## config.mk

```make
export PLATFORM = sky130hd
export DESIGN_NAME = frt_timer
export DESIGN_NICKNAME = d
export VERILOG_FILES = /design/src/rtl/frt_pkg.sv /design/src/rtl/frt_timer.sv
export SDC_FILE = /design/constraint.sdc
export NUM_CORES = 1
export LEC_CHECK = 0
export BUFFER_PORTS_ARGS = -buffer_cell sky130_fd_sc_hd__buf_2
export CAP_MARGIN = 0
export CELL_PAD_IN_SITES_DETAIL_PLACEMENT = 1
export CELL_PAD_IN_SITES_GLOBAL_PLACEMENT = 1
export CORE_MARGIN = 2
export CORE_UTILIZATION = 34
export DETAILED_ROUTE_END_ITERATION = 7
export PLACE_DENSITY = 0.77
export SLEW_MARGIN = 20
export SYNTH_ARGS = -nofsm -noshare
export SYNTH_HDL_FRONTEND = slang
export SYNTH_SLANG_ARGS = --single-unit
```

## constraint.sdc

```tcl
create_clock -name clk_sys_i -period 2.1 [get_ports clk_sys_i]
set_input_delay 0.21 -clock clk_sys_i [delete_from_list [all_inputs] [get_ports clk_sys_i]]
set_output_delay 0.21 -clock clk_sys_i [all_outputs]
set_load 0.02 [all_outputs]
```

## src/rtl/frt_pkg.sv

```systemverilog
package frt_pkg;
  // Register word offsets on the Avalon-MM slave, one aligned word each
  localparam logic [3:0] OFS_COUNT_HIGH = 4'h0;
  localparam logic [3:0] OFS_COUNT_LOW  = 4'h1;
  localparam logic [3:0] OFS_ALT_HIGH   = 4'h2;
  localparam logic [3:0] OFS_ALT_LOW    = 4'h3;
  localparam logic [3:0] OFS_STATUS     = 4'h4;
  localparam logic [3:0] OFS_CONTROL    = 4'h5;
  localparam logic [3:0] OFS_IRQ_MASK   = 4'h6;
  localparam logic [3:0] OFS_IRQ_STATUS = 4'h7;

  localparam logic [15:0] COUNT_RESET   = 16'hfffc;
  localparam logic [15:0] COUNT_TOP     = 16'hffff;

  // Control and status register field positions
  localparam int CTRL_CLK_SEL_LO = 0;
  localparam int CTRL_CLK_SEL_HI = 1;
  localparam int CTRL_EXT_EDGE   = 2;
  localparam int CTRL_OVF_IE     = 3;
  localparam int STAT_OVF        = 7;

  localparam logic [1:0] CLK_DIV2 = 2'h0;
  localparam logic [1:0] CLK_DIV4 = 2'h1;
  localparam logic [1:0] CLK_DIV8 = 2'h2;
  localparam logic [1:0] CLK_EXT  = 2'h3;
  localparam logic [3:0] CTRL_RESET = 4'h0;

  typedef enum logic [1:0] {
    CLR_IDLE  = 2'b01,
    CLR_ARMED = 2'b10
  } frt_clr_type;

  typedef struct packed {
    logic [15:0] count;
    logic [2:0]  presc;
    logic [7:0]  low_buf;
    logic        low_frozen;
    logic        ovf;
    frt_clr_type clr_st;
    logic [1:0]  clk_sel;
    logic        ext_edge;
    logic        ovf_ie;
    logic        irq_mask;
    logic        irq_stat;
    logic [2:0]  ext_sync;
    logic        cpu_tick_q;
    logic        ack;
    logic [31:0] rdata;
    logic        irq;
  } frt_state_type;
endpackage

```

## src/rtl/frt_timer.sv

```systemverilog
// Local design decisions: the Avalon-MM register port and the address map.
`timescale 1ns/1ps
// Operation
// [RL1] Free running sixteen bit up counter, bytewise
// [RL2] Prescaler divides CPU clock by 2, 4, 8
// [RL3] Select value three counts external clock edges
// [RL4] Low byte writes reload counter to FFFCh
// [RL5] Counter resets to FFFCh in all modes
// [RL6] Main and alternate views return same count
// [RL7] High byte read captures low byte
// [RL8] Buffered low byte frozen until low read
// [RL9] Unpaired low read returns live byte
// [RL10] Wrap FFFFh to 0000h sets overflow flag
// [RL11] Interrupt needs enable and clear global mask; irq_o ignores both and is gated only by irq_mask
// [RL12] Status read then main low access clears
// [RL13] Alternate low access never clears flag
// [RL14] Wait mode leaves counter running
// [RL15] Halt stops counter; resumes held count
// [RL16] Edge select picks rising or falling edge
// [RL17] Updates happen on CPU clock tick only
// [RL18] External clock slower than quarter CPU clock
// [RL19] Unbonded timer input reads as one
module frt_timer (
  input  wire logic        clk_sys_i,
  input  wire logic        reset_i,
  input  wire logic [3:0]  avs_address_i,
  input  wire logic        avs_read_i,
  input  wire logic        avs_write_i,
  input  wire logic [31:0] avs_writedata_i,
  input  wire logic [3:0]  avs_byteenable_i,
  output logic      [31:0] avs_readdata_o,
  output logic             avs_waitrequest_o,
  input  wire logic        cpu_tick_i,
  input  wire logic        halt_i,
  input  wire logic        global_irq_mask_i,
  input  wire logic        ext_clk_bonded_i,
  input  wire logic        external_clock_pin_i,
  output logic             overflow_irq_o,
  output logic             irq_o
);
  import frt_pkg::*;

  frt_state_type r;
  frt_state_type next_r;

  logic       ext_level;
  logic       ext_rise;
  logic       ext_fall;
  logic       ext_hit;
  logic       div_hit;
  logic       adv;
  logic       req;
  logic       rd;
  logic       wr;
  logic [7:0] live_low;

  // Unbonded pin is pulled to one so it never produces an edge
  assign ext_level = ext_clk_bonded_i ? external_clock_pin_i : 1'b1; // [RL19]

  always_comb begin
    next_r   = r;
    req      = (avs_read_i | avs_write_i) & ~r.ack;
    rd       = req & avs_read_i;
    wr       = req & avs_write_i & avs_byteenable_i[0];
    live_low = r.count[7:0];
    ext_rise = r.ext_sync[1] & ~r.ext_sync[2];
    ext_fall = ~r.ext_sync[1] & r.ext_sync[2];
    ext_hit  = r.ext_edge ? ext_rise : ext_fall; // [RL16]
    case (r.clk_sel)
      CLK_DIV2: div_hit = r.presc[0]; // [RL2]
      CLK_DIV4: div_hit = &r.presc[1:0]; // [RL2]
      CLK_DIV8: div_hit = &r.presc; // [RL2]
      default:  div_hit = 1'b0;
    endcase
    // Every update waits for the CPU clock tick registered one cycle earlier; halt freezes it
    adv = r.cpu_tick_q & ~halt_i & ((r.clk_sel == CLK_EXT) ? ext_hit : div_hit); // [RL3] [RL14] [RL15] [RL17]
    next_r.ext_sync = {r.ext_sync[1:0], ext_level};
    next_r.cpu_tick_q = cpu_tick_i;
    if (r.cpu_tick_q && !halt_i) begin
      next_r.presc = r.presc + 3'h1; // [RL15]
    end
    if (adv) begin
      next_r.count = r.count + 16'h0001; // [RL1]
      if (r.count == COUNT_TOP) begin
        next_r.ovf = 1'b1; // [RL10]
        next_r.irq_stat = 1'b1;
      end
    end
    next_r.ack   = req;
    next_r.rdata = 32'h0;
    if (rd) begin
      case (avs_address_i)
        OFS_COUNT_HIGH, OFS_ALT_HIGH: begin
          next_r.rdata[7:0] = r.count[15:8]; // [RL6]
          if (!r.low_frozen) begin
            next_r.low_buf    = live_low; // [RL7]
            next_r.low_frozen = 1'b1; // [RL8]
          end
        end
        OFS_COUNT_LOW, OFS_ALT_LOW: begin
          next_r.rdata[7:0] = r.low_frozen ? r.low_buf : live_low; // [RL9]
          next_r.low_frozen = 1'b0;
        end
        OFS_STATUS:     next_r.rdata[STAT_OVF] = r.ovf;
        OFS_CONTROL:    next_r.rdata[3:0] = {r.ovf_ie, r.ext_edge, r.clk_sel};
        OFS_IRQ_MASK:   next_r.rdata[0] = r.irq_mask;
        OFS_IRQ_STATUS: next_r.rdata[0] = r.irq_stat;
        default:        next_r.rdata = 32'h0;
      endcase
    end
    if (rd && avs_address_i == OFS_STATUS && r.ovf) begin
      next_r.clr_st = CLR_ARMED; // [RL12]
    end
    // Only the main low byte completes the clear; alternate low never does
    if (req && avs_address_i == OFS_COUNT_LOW && r.clr_st == CLR_ARMED) begin
      next_r.clr_st = CLR_IDLE;
      if (!(adv && r.count == COUNT_TOP)) begin
        next_r.ovf = 1'b0; // [RL12] [RL13]
      end
    end
    if (wr) begin
      case (avs_address_i)
        OFS_COUNT_LOW, OFS_ALT_LOW: next_r.count = COUNT_RESET; // [RL4]
        OFS_CONTROL: begin
          next_r.clk_sel  = avs_writedata_i[CTRL_CLK_SEL_HI:CTRL_CLK_SEL_LO];
          next_r.ext_edge = avs_writedata_i[CTRL_EXT_EDGE];
          next_r.ovf_ie   = avs_writedata_i[CTRL_OVF_IE];
        end
        OFS_IRQ_MASK: next_r.irq_mask = avs_writedata_i[0];
        OFS_IRQ_STATUS: begin
          if (avs_writedata_i[0] && !(adv && r.count == COUNT_TOP)) begin
            next_r.irq_stat = 1'b0;
          end
        end
        default: next_r.irq_mask = r.irq_mask;
      endcase
    end
    next_r.irq = next_r.ovf & next_r.ovf_ie & ~global_irq_mask_i; // [RL11]
    case (r.clr_st)
      CLR_IDLE, CLR_ARMED: next_r.clr_st = next_r.clr_st;
      default:             next_r.clr_st = CLR_IDLE;
    endcase
  end

  always_ff @(posedge clk_sys_i) begin
    if (reset_i) begin
      r            <= '0;
      r.count      <= COUNT_RESET; // [RL5]
      r.clr_st     <= CLR_IDLE;
      r.clk_sel    <= CTRL_RESET[1:0];
      r.ext_sync   <= 3'h7;
    end else begin
      r <= next_r;
    end
  end

  always_ff @(posedge clk_sys_i) begin
    if (reset_i) begin
      irq_o <= 1'b0;
    end else begin
      irq_o <= next_r.irq_stat & next_r.irq_mask;
    end
  end

  assign avs_readdata_o    = r.rdata;
  assign avs_waitrequest_o = ~r.ack;
  assign overflow_irq_o    = r.irq;
endmodule
```

==> impl_metrics.env, run 1 <==
export IMPL_via_per_inst=5.27
export IMPL_clock_skew_ns=0.00702
export IMPL_worstPathArrival_ns=2.14
export IMPL_routed_wl_mm=6.71
export IMPL_maxCapViolCount=0
export IMPL_clkTransAtPathRegs_ns=0.10
export IMPL_peakVddDrop_mv=0.316
export IMPL_drive_above_1_share_pct=18.2
export IMPL_syn_instance_count=318
export IMPL_dieArea_um2=9010
export IMPL_cts_hold_buf=0
export IMPL_first_iter_violations=119
export IMPL_yosys_register_bits=52
export IMPL_cp_slowest_stage_delay_ns=0.38
export IMPL_core_area_um2=8130
export IMPL_final_antenna_net_count=0
export IMPL_seqPwrFrac_pct=54.3
export IMPL_antenna_found_initial=0
export IMPL_period_needed_ns=1.92
export IMPL_async_flop_share_pct=0
export IMPL_mostFrequentLayoutCells="dfxtp_1 (52), nor2_1 (28), buf_2 (28)"
export IMPL_syn2layout_area_growth_pct=6.85
export IMPL_design_area_um2=3000
export IMPL_worst_pin_slew_ns=0.591
export IMPL_io_buffers=28
export IMPL_layout_setup_ws_ns=0.178
export IMPL_insertion_delay_ns=0.31
export IMPL_synth_edf_count=0
export IMPL_synth_yosys_seq_area_share_pct=37.0
export IMPL_worstPathMaxFanout=13
export IMPL_post_route_period_util_pct=91.5
export IMPL_dp_hpwl_mm=4.97
export IMPL_synthDistinctLibCells=54
export IMPL_rows=33
export IMPL_first_global_vias=2238
export IMPL_r2r_slack_ns=0.18
export IMPL_fp_dieH_um=94.9
export IMPL_crit_chain="ha_1 > ha_1 > or3b_4 > o2111ai_4 > nand4bb_4 > a2111oi_2"
export IMPL_p_sw_share_pct=24.8
export IMPL_finish_net_count=390
export IMPL_drc=0
export IMPL_worstSetupEndpointType="register"
export IMPL_start_kind="register"
export IMPL_cts_buffer_depth=2
export IMPL_grt_first_pass_wirelength_mm=11.1
export IMPL_final_common_cell="dfxtp_1"
export IMPL_cts_root_buffer="clkbuf_8"
export IMPL_setup_violations_final=0
export IMPL_fin_tns_setup_ns=0
export IMPL_place_ws_ns=0.178
export IMPL_worstSetupPathType="reg2reg"
export IMPL_pwr_share_clk_pct=36.1
export IMPL_die_w_um=94.9
export IMPL_clkSinkCount=52
export IMPL_gr_total_overflow=0
export IMPL_crit_top_cell="ha_1"
export IMPL_io_pins=84
export IMPL_fillCellCount=969
export IMPL_cpMaxStageDelayCell="dfxtp_1"
export IMPL_grt_use_total_pct=15.8
export IMPL_wl_per_cell_um=15.2
export IMPL_placed_area_um2=2910
export IMPL_p_leak_nw=1.22
export IMPL_power_density_nw_per_um2=619
export IMPL_cp_required_ns=2.32
export IMPL_firstDrtPassIters=4
export IMPL_hold_viol=0
export IMPL_slew_headroom_pct=60.4
export IMPL_hold_class="in2reg"
export IMPL_clock_fmax_ghz=0.520
export IMPL_ys_warn_count=0
export IMPL_htreeDepth=2
export IMPL_placed_cells=435
export IMPL_slew_viol_final=0
export IMPL_synth_area_um2=2810
export IMPL_final_cell_count_no_fill=441
export IMPL_post_cts_resized=0
export IMPL_p_sw_mw=0.460
export IMPL_status="finished clean"
export IMPL_avgSynthCellArea_um2=8.84
export IMPL_intPower_mw=1.40
export IMPL_via_count=2325
export IMPL_combinationalPowerShare_pct=9.5
export IMPL_start_util_pct=34.6
export IMPL_cts_made_buffers=5
export IMPL_cts_setup_buffers=0
export IMPL_cts_tree="built"
export IMPL_place_gp_congestion=0.812
export IMPL_ys_flop_type="dfxtp_1"
export IMPL_rsz0062_at_grt="false"
export IMPL_grt_max_degree=29
export IMPL_diodes=0
-- synth_stat cells (2+ instances only) --
cell type	count	area, um2
inv_1	8	30.0
nor2b_1	3	18.8
or4_1	4	30.0
nand4_1	6	37.5
nor4_2	2	25.0
clkbuf_1	6	22.5
o211ai_1	2	15.0
o22a_1	3	26.3
buf_1	2	7.51
o31ai_1	5	37.5
and2_1	4	25.0
o21ai_1	3	15.0
or3b_1	2	17.5
and4_1	5	43.8
buf_4	32	240
nor4_1	3	18.8
mux2i_1	18	180
a211oi_1	5	37.5
nand3b_1	4	30.0
o21a_1	3	22.5
or2_2	2	12.5
nand2_1	16	60.1
a22oi_1	4	30.0
a31oi_1	7	43.8
buf_2	8	40.0
nor2_1	28	105
ha_1	4	50.1
dfxtp_1	52	1040
buf_6	3	33.8
or3_1	3	18.8
nor3_1	7	35.0
a21oi_1	14	70.1
o21ai_0	10	50.1
nand3_1	18	90.1
nand2b_1	3	18.8
-- logic make-up (layout without fill, tap and decap cells) --
logic type / Yosys count / in the layout / share of synthesized area (%)
simple gates: 118 / 118 / 24.3
compound gates: 62 / 62 / 15.3
buf+inv: 61 / 56 / 14.2
flops: 52 / 52 / 37.0
mux: 19 / 19 / 6.94
fa+ha+maj: 4 / 4 / 1.78
other cells: 1 / 24 / 0.133
xor+xnor: 1 / 1 / 0.312
-- stage by stage --
step	hold WS, ns	power [mW]	util, %
finish	0.0522	1.86	36.9
floorplan	0.279	1.20	-
global placement	0.380	1.20	35.7
detailed placement	0.381	1.21	35.7
global route	0.0426	1.93	36.9
CTS	0.0441	1.88	36.9
-- area by class of cell --
type                       instances  area, um2  area share, %
timing repair buffer              42        245           8.16
tap                              105        131           4.37
clock buffer                       5       68.8           2.29
inverter                           8       30.0           1.00
clock inverter                     1       30.0           1.00
multi-input combinational        228       1460           48.5
sequential                        52       1040           34.7
-- state kept, by name, summed over array words and instances (netlist names) --
name            flops
avs_readdata_o      8
irq_o               1
live_low            8
next_r              2
overflow_irq_o      1
r                  32
-- path summary, 6_finish.rpt --
kind	cells after the start	startpoint	endpoint
setup reg to reg	6	r[56]$_SDFFE_PP0P_	overflow_irq_o$_SDFF_PP0_
setup / recovery	6	r[56]$_SDFFE_PP0P_	overflow_irq_o$_SDFF_PP0_
hold / removal	2	global_irq_mask_i	overflow_irq_o$_SDFF_PP0_
hold reg to reg	1	next_r[36]$_SDFF_PP1_	next_r[37]$_SDFF_PP1_
-- power groups by stage --
stage	Clock (mW)	Sequential, mW	Combinational (mW)
2_1_floorplan	0	1.03	0.172
4_1_cts	0.690	1.01	0.177
3_3_place_gp	0	1.03	0.172
6_report	0.672	1.01	0.177
5_1_grt	0.723	1.01	0.195
3_5_place_dp	0	1.03	0.176
-- critical path, delay by kind of cell (launching register included) --
family,cells,cell delay (ns)
adder cells (fa/ha/maj),2,0.34
AND/OR/NAND/NOR,2,0.49
AO/OA/AOI/OAI,2,0.60
flip-flops,1,0.38
-- layer usage --
metal	wire length, um	vias up	track usage [%]
met5	0	-	0
met4	113	0	5.68
li1	-	1125	-
met1	2890	1144	19.2
met2	3450	46	27.7
met3	251	10	3.03
Note: power is estimated with default switching activity, not from simulation.
==> inputs of run 2 (changes only) <==
--- a/config.mk
+++ b/config.mk
@@ -9,10 +9,11 @@
 export CAP_MARGIN = 0
 export CELL_PAD_IN_SITES_DETAIL_PLACEMENT = 1
 export CELL_PAD_IN_SITES_GLOBAL_PLACEMENT = 1
-export CORE_MARGIN = 2
 export CORE_UTILIZATION = 34
+export CTS_BUF_LIST = sky130_fd_sc_hd__clkbuf_4
 export DETAILED_ROUTE_END_ITERATION = 7
 export PLACE_DENSITY = 0.77
+export REMOVE_ABC_BUFFERS = 1
 export SLEW_MARGIN = 20
 export SYNTH_ARGS = -nofsm -noshare
 export SYNTH_HDL_FRONTEND = slang
==> impl_metrics.env, run 2 (synthesis gave the netlist of run 1 again) <==
export IMPL_crit_buf_inv=0
export IMPL_crit_start="r[56]$_SDFFE_PP0P_"
export IMPL_slew_viol_final=0
export IMPL_cp_slowest_stage_delay_ns=0.40
export IMPL_insertion_delay_ns=0.36
export IMPL_regMostFlops="r"
export IMPL_cts_root_buffer="clkbuf_4"
export IMPL_rows=32
export IMPL_layout_setup_ws_ns=0.199
export IMPL_period_needed_ns=1.90
export IMPL_crit_path_end="live_low[4]$_SDFF_PP1_"
export IMPL_crit_top_cell="ha_1"
export IMPL_start_util_pct=35.8
export IMPL_cts_tree="built"
export IMPL_place_gp_congestion=0.806
export IMPL_first_iter_violations=78
export IMPL_wl_per_cell_um=14.5
export IMPL_crit_chain="ha_1 > ha_1 > or3b_4 > o2111ai_4 > nor4_1 > or3_1"
export IMPL_worst_pin_slew_ns=0.547
export IMPL_hold_viol=0
export IMPL_post_route_period_util_pct=90.5
export IMPL_fin_tns_setup_ns=0
export IMPL_slew_headroom_pct=63.4
export IMPL_mostFrequentLayoutCells="dfxtp_1 (52), nor2_1 (28), buf_2 (28)"
export IMPL_clock_skew_ns=0.00681
export IMPL_place_ws_ns=0.207
export IMPL_regArea_um2=1040
export IMPL_drive_above_1_share_pct=18.6
export IMPL_r2r_cells=6
export IMPL_finish_net_count=391
export IMPL_critPathTopFamily="simple AND/OR/NAND/NOR gates"
export IMPL_clkTransAtPathRegs_ns=0.15
export IMPL_cp_required_ns=2.37
export IMPL_largest_reg_flops=32
export IMPL_gr_total_overflow=0
export IMPL_syn2layout_area_growth_pct=6.41
export IMPL_hold_class="in2reg"
export IMPL_peakVddDrop_mv=0.205
export IMPL_p_leak_nw=1.23
export IMPL_routed_wl_mm=6.41
export IMPL_post_cts_resized=0
export IMPL_status="finished clean"
export IMPL_cts_made_buffers=5
export IMPL_worstPathArrival_ns=2.17
export IMPL_io_buffers=28
export IMPL_cpMaxStageDelayCell="or3b_4"
export IMPL_diodes=0
export IMPL_drc=0
export IMPL_placed_cells=432
export IMPL_clkSinkCount=52
export IMPL_clock_fmax_ghz=0.526
export IMPL_worstSetupPathType="reg2reg"
export IMPL_grt_first_pass_wirelength_mm=10.7
export IMPL_cts_buffer_depth=2
export IMPL_antenna_found_initial=0
export IMPL_first_global_vias=2247
export IMPL_r2r_end="live_low[4]$_SDFF_PP1_"
export IMPL_worstPathMaxFanout=13
export IMPL_io_pins=84
export IMPL_maxCapViolCount=0
export IMPL_r2r_start="r[56]$_SDFFE_PP0P_"
export IMPL_worstSetupEndpointType="register"
export IMPL_power_density_nw_per_um2=591
export IMPL_placed_area_um2=2900
export IMPL_final_common_cell="dfxtp_1"
export IMPL_rsz0062_at_grt="false"
export IMPL_grt_use_total_pct=15.6
export IMPL_final_cell_count_no_fill=441
export IMPL_core_area_um2=7850
export IMPL_final_antenna_net_count=0
export IMPL_firstDrtPassIters=4
export IMPL_cts_setup_buffers=0
export IMPL_fillCellCount=968
export IMPL_start_kind="register"
export IMPL_fp_dieH_um=92.9
export IMPL_dp_hpwl_mm=4.76
export IMPL_multi_input_comb_area_um2=1460
export IMPL_grt_max_degree=29
export IMPL_dieArea_um2=8640
export IMPL_via_count=2265
export IMPL_r2r_slack_ns=0.20
export IMPL_htreeDepth=2
export IMPL_via_per_inst=5.14
export IMPL_setup_violations_final=0
export IMPL_die_w_um=92.9
export IMPL_design_area_um2=2990
export IMPL_critical_path_depth=6
run 2: cell type report:
class	instances	share of cell area, %
clock inverter	2	1.17
inverter	8	1.00
multi-input combinational	228	48.7
tap	102	4.27
timing repair buffer	43	8.53
sequential	52	34.8
clock buffer	6	1.51
run 2: how the worst min path moves through the flow:
stage	start	slack, ns	endpoint	cells past startpoint
after global routing	ext_clk_bonded_i	0.03	next_r[36]$_SDFF_PP1_	2
after global placement	global_irq_mask_i	0.38	overflow_irq_o$_SDFF_PP0_	2
after CTS	ext_clk_bonded_i	0.02	next_r[36]$_SDFF_PP1_	2
after detailed placement	global_irq_mask_i	0.38	overflow_irq_o$_SDFF_PP0_	2
final	ext_clk_bonded_i	0.03	next_r[36]$_SDFF_PP1_	2
after floorplan	global_irq_mask_i	0.28	overflow_irq_o$_SDFF_PP0_	1
run 2: where the power goes:
part | internal (mW) | switching, mW | leakage (nW)
Clock | 0.263 | 0.314 | 0.0456
Sequential | 1.00 | 0.0107 | 0.421
Combinational | 0.0590 | 0.121 | 0.759
run 2: layer usage:
metal	wire length, um	global-route usage [%]	share of wire, %
met5	0	0	0
met4	43	2.69	0.67
met3	196	3.12	3.1
met2	3200	28.1	50
met1	2970	19.3	46
run 2: timing repair:
item	CTS	global route
hold endpoints to repair	1	0
hold buffers	1	0
setup endpoints to repair	0	1
run 2: through the flow:
stage          util (%)  power [mW]  hold WS, ns
2_1_floorplan         -        1.14        0.279
3_3_place_gp       37.0        1.21        0.380
3_5_place_dp       37.0        1.21        0.379
4_1_cts            38.1        1.79       0.0179
5_1_grt            38.1        1.85       0.0275
6_report           38.1        1.77       0.0307
==> inputs of run 3 (changes only) <==
--- a/config.mk
+++ b/config.mk
@@ -13,6 +13,7 @@
 export CTS_BUF_LIST = sky130_fd_sc_hd__clkbuf_4
 export DETAILED_ROUTE_END_ITERATION = 7
 export PLACE_DENSITY = 0.77
+export RECOVER_POWER = 100
 export REMOVE_ABC_BUFFERS = 1
 export SLEW_MARGIN = 20
 export SYNTH_ARGS = -nofsm -noshare
==> impl_metrics.env, run 3 (synthesis gave the netlist of run 1 again) <==
export IMPL_status="finished clean"
export IMPL_largest_reg_flops=32
export IMPL_cts_buffer_depth=2
export IMPL_cp_required_ns=2.34
export IMPL_grt_use_total_pct=15.6
export IMPL_drc=0
export IMPL_htreeDepth=2
export IMPL_crit_top_cell="ha_1"
export IMPL_intPower_mw=1.32
export IMPL_highest_layer="met4"
export IMPL_clock_fmax_ghz=0.518
export IMPL_p_sw_share_pct=25.2
export IMPL_wl_per_cell_um=14.6
export IMPL_slew_headroom_pct=14.1
export IMPL_r2r_slack_ns=0.17
export IMPL_routed_wl_mm=6.45
export IMPL_met1_length_mm=2.97
export IMPL_crit_chain="ha_1 > ha_1 > or3b_4 > o211a_1 > a31oi_1 > o21ai_0"
export IMPL_cpMaxStageDelayCell="or3b_4"
export IMPL_worstPathArrival_ns=2.17
export IMPL_hold_start="ext_clk_bonded_i"
export IMPL_dp_hpwl_mm=4.76
export IMPL_final_util_pct=37.6
export IMPL_holdPathEnd="next_r[36]$_SDFF_PP1_"
export IMPL_fp_dieH_um=92.9
export IMPL_power_mw=1.76
export IMPL_layout_setup_ws_ns=0.170
export IMPL_worstSetupEndpointType="register"
export IMPL_maxCapViolCount=0
export IMPL_fillCellCount=975
export IMPL_design_area_um2=2950
export IMPL_met2_length_mm=3.22
export IMPL_post_route_period_util_pct=91.9
export IMPL_cp_slowest_stage_delay_ns=0.40
export IMPL_diodes=0
export IMPL_cts_root_buffer="clkbuf_4"
export IMPL_power_density_nw_per_um2=598
export IMPL_slew_viol_final=0
export IMPL_core_area_um2=7850
export IMPL_cts_made_buffers=5
export IMPL_clkTransAtPathRegs_ns=0.15
export IMPL_placed_area_um2=2900
export IMPL_clock_skew_ns=0.00665
export IMPL_hold_viol=0
export IMPL_final_common_cell="dfxtp_1"
export IMPL_period_needed_ns=1.93
export IMPL_final_antenna_net_count=0
export IMPL_io_buffers=28
export IMPL_place_ws_ns=0.207
export IMPL_peakVddDrop_mv=0.205
export IMPL_dieArea_um2=8640
export IMPL_holdPathStages=2
export IMPL_pwr_share_clk_pct=32.7
export IMPL_grt_max_degree=29
export IMPL_grt_first_pass_wirelength_mm=10.7
export IMPL_clkSinkCount=52
export IMPL_rsz0062_at_grt="false"
export IMPL_hold_class="in2reg"
export IMPL_syn2layout_area_growth_pct=4.94
export IMPL_via_per_inst=5.15
export IMPL_p_leak_nw=1.18
export IMPL_start_kind="register"
export IMPL_mostFrequentLayoutCells="dfxtp_1 (52), nor2_1 (28), conb_1 (24)"
export IMPL_antenna_found_initial=0
export IMPL_rows=32
export IMPL_via_count=2269
export IMPL_place_gp_congestion=0.806
export IMPL_r2r_cells=6
export IMPL_cts_tree="built"
export IMPL_first_global_vias=2247
export IMPL_start_util_pct=35.8
export IMPL_worst_pin_slew_ns=1.29
export IMPL_insertion_delay_ns=0.36
export IMPL_setup_violations_final=0
export IMPL_gr_total_overflow=0
export IMPL_seqPwrFrac_pct=57.3
export IMPL_fin_tns_setup_ns=0
export IMPL_wl_met3_um=212
export IMPL_r2r_end="live_low[3]$_SDFF_PP1_"
export IMPL_post_cts_resized=0
export IMPL_combinationalPowerShare_pct=10.0
export IMPL_io_pins=84
export IMPL_worstSetupPathType="reg2reg"
export IMPL_p_sw_mw=0.444
export IMPL_firstDrtPassIters=4
export IMPL_first_iter_violations=59
export IMPL_worstPathMaxFanout=12
export IMPL_r2r_start="r[56]$_SDFFE_PP0P_"
export IMPL_die_w_um=92.9
export IMPL_regMostFlops="r"
export IMPL_finish_net_count=391
export IMPL_drive_above_1_share_pct=13.3
-- run 3: changes by cell type in the layout (fill, tap and decap cells not counted), moves of 2 or more --
cell,change
buf_2,-11
buf_4,-4
clkbuf_1,+15
nor4_1,+2
nor4_2,-2
o21ai_0,+2
o21ai_1,-2
-- run 3: area by class of cell --
type | count | area (um2) | area share, %
Inverter | 8 | 30.0 | 1.02
Timing Repair Buffer | 43 | 226 | 7.68
Clock inverter | 2 | 35.0 | 1.19
Tap cell | 102 | 128 | 4.33
Sequential cell | 52 | 1040 | 35.3
Clock buffer | 6 | 45.0 | 1.53
Multi-Input combinational cell | 228 | 1450 | 49.0
-- run 3: power by group through the flow --
stage / clock network [mW] / logic [mW] / registers, mW
floorplan: 0 / 0.106 / 1.03
global placement: 0 / 0.174 / 1.03
detailed placement: 0 / 0.177 / 1.03
CTS: 0.599 / 0.180 / 1.01
global route: 0.637 / 0.195 / 1.01
finish: 0.576 / 0.176 / 1.01
-- run 3: critical path, delay by kind of cell, from the launching register on --
family	cells	cell delay [ns]
flip-flops	1	0.36
AO/OA/AOI/OAI	3	0.64
adder cells (fa/ha/maj)	2	0.41
AND/OR/NAND/NOR	1	0.40
-- run 3: worst max-delay path by stage --
stage,startpoint,to,slack [ns],depth (start not counted)
global placement,r[56]$_SDFFE_PP0P_,overflow_irq_o$_SDFF_PP0_,0.23,6
global route,r[56]$_SDFFE_PP0P_,overflow_irq_o$_SDFF_PP0_,0.03,6
CTS,r[56]$_SDFFE_PP0P_,overflow_irq_o$_SDFF_PP0_,0.18,6
finish,r[56]$_SDFFE_PP0P_,live_low[3]$_SDFF_PP1_,0.17,6
detailed placement,r[56]$_SDFFE_PP0P_,overflow_irq_o$_SDFF_PP0_,0.21,6
floorplan,r[33]$_SDFF_PP0_,r[48]$_SDFFE_PP0P_,0.16,4
-- run 3: metal layers --
metal  vias to the layer above  track usage [%]
li1                       1130                -
met1                      1092             19.3
met3                         5             3.12
met4                         0             2.69
met5                         -                0
met2                        42             28.1
-- run 3: timing repair --
action | CTS | global route
hold endpoints to repair | 1 | 0
buffers inserted | 0 | 0
endpoints found under the setup margin | 0 | 1
hold buffers | 1 | 0
-- run 3: stage by stage --
step           hold slack [ns]  cells
3_5_place_dp             0.379    432
4_1_cts                 0.0179    441
5_1_grt                 0.0275    441
2_1_floorplan            0.279    288
3_3_place_gp             0.380    432
6_report                0.0323    441
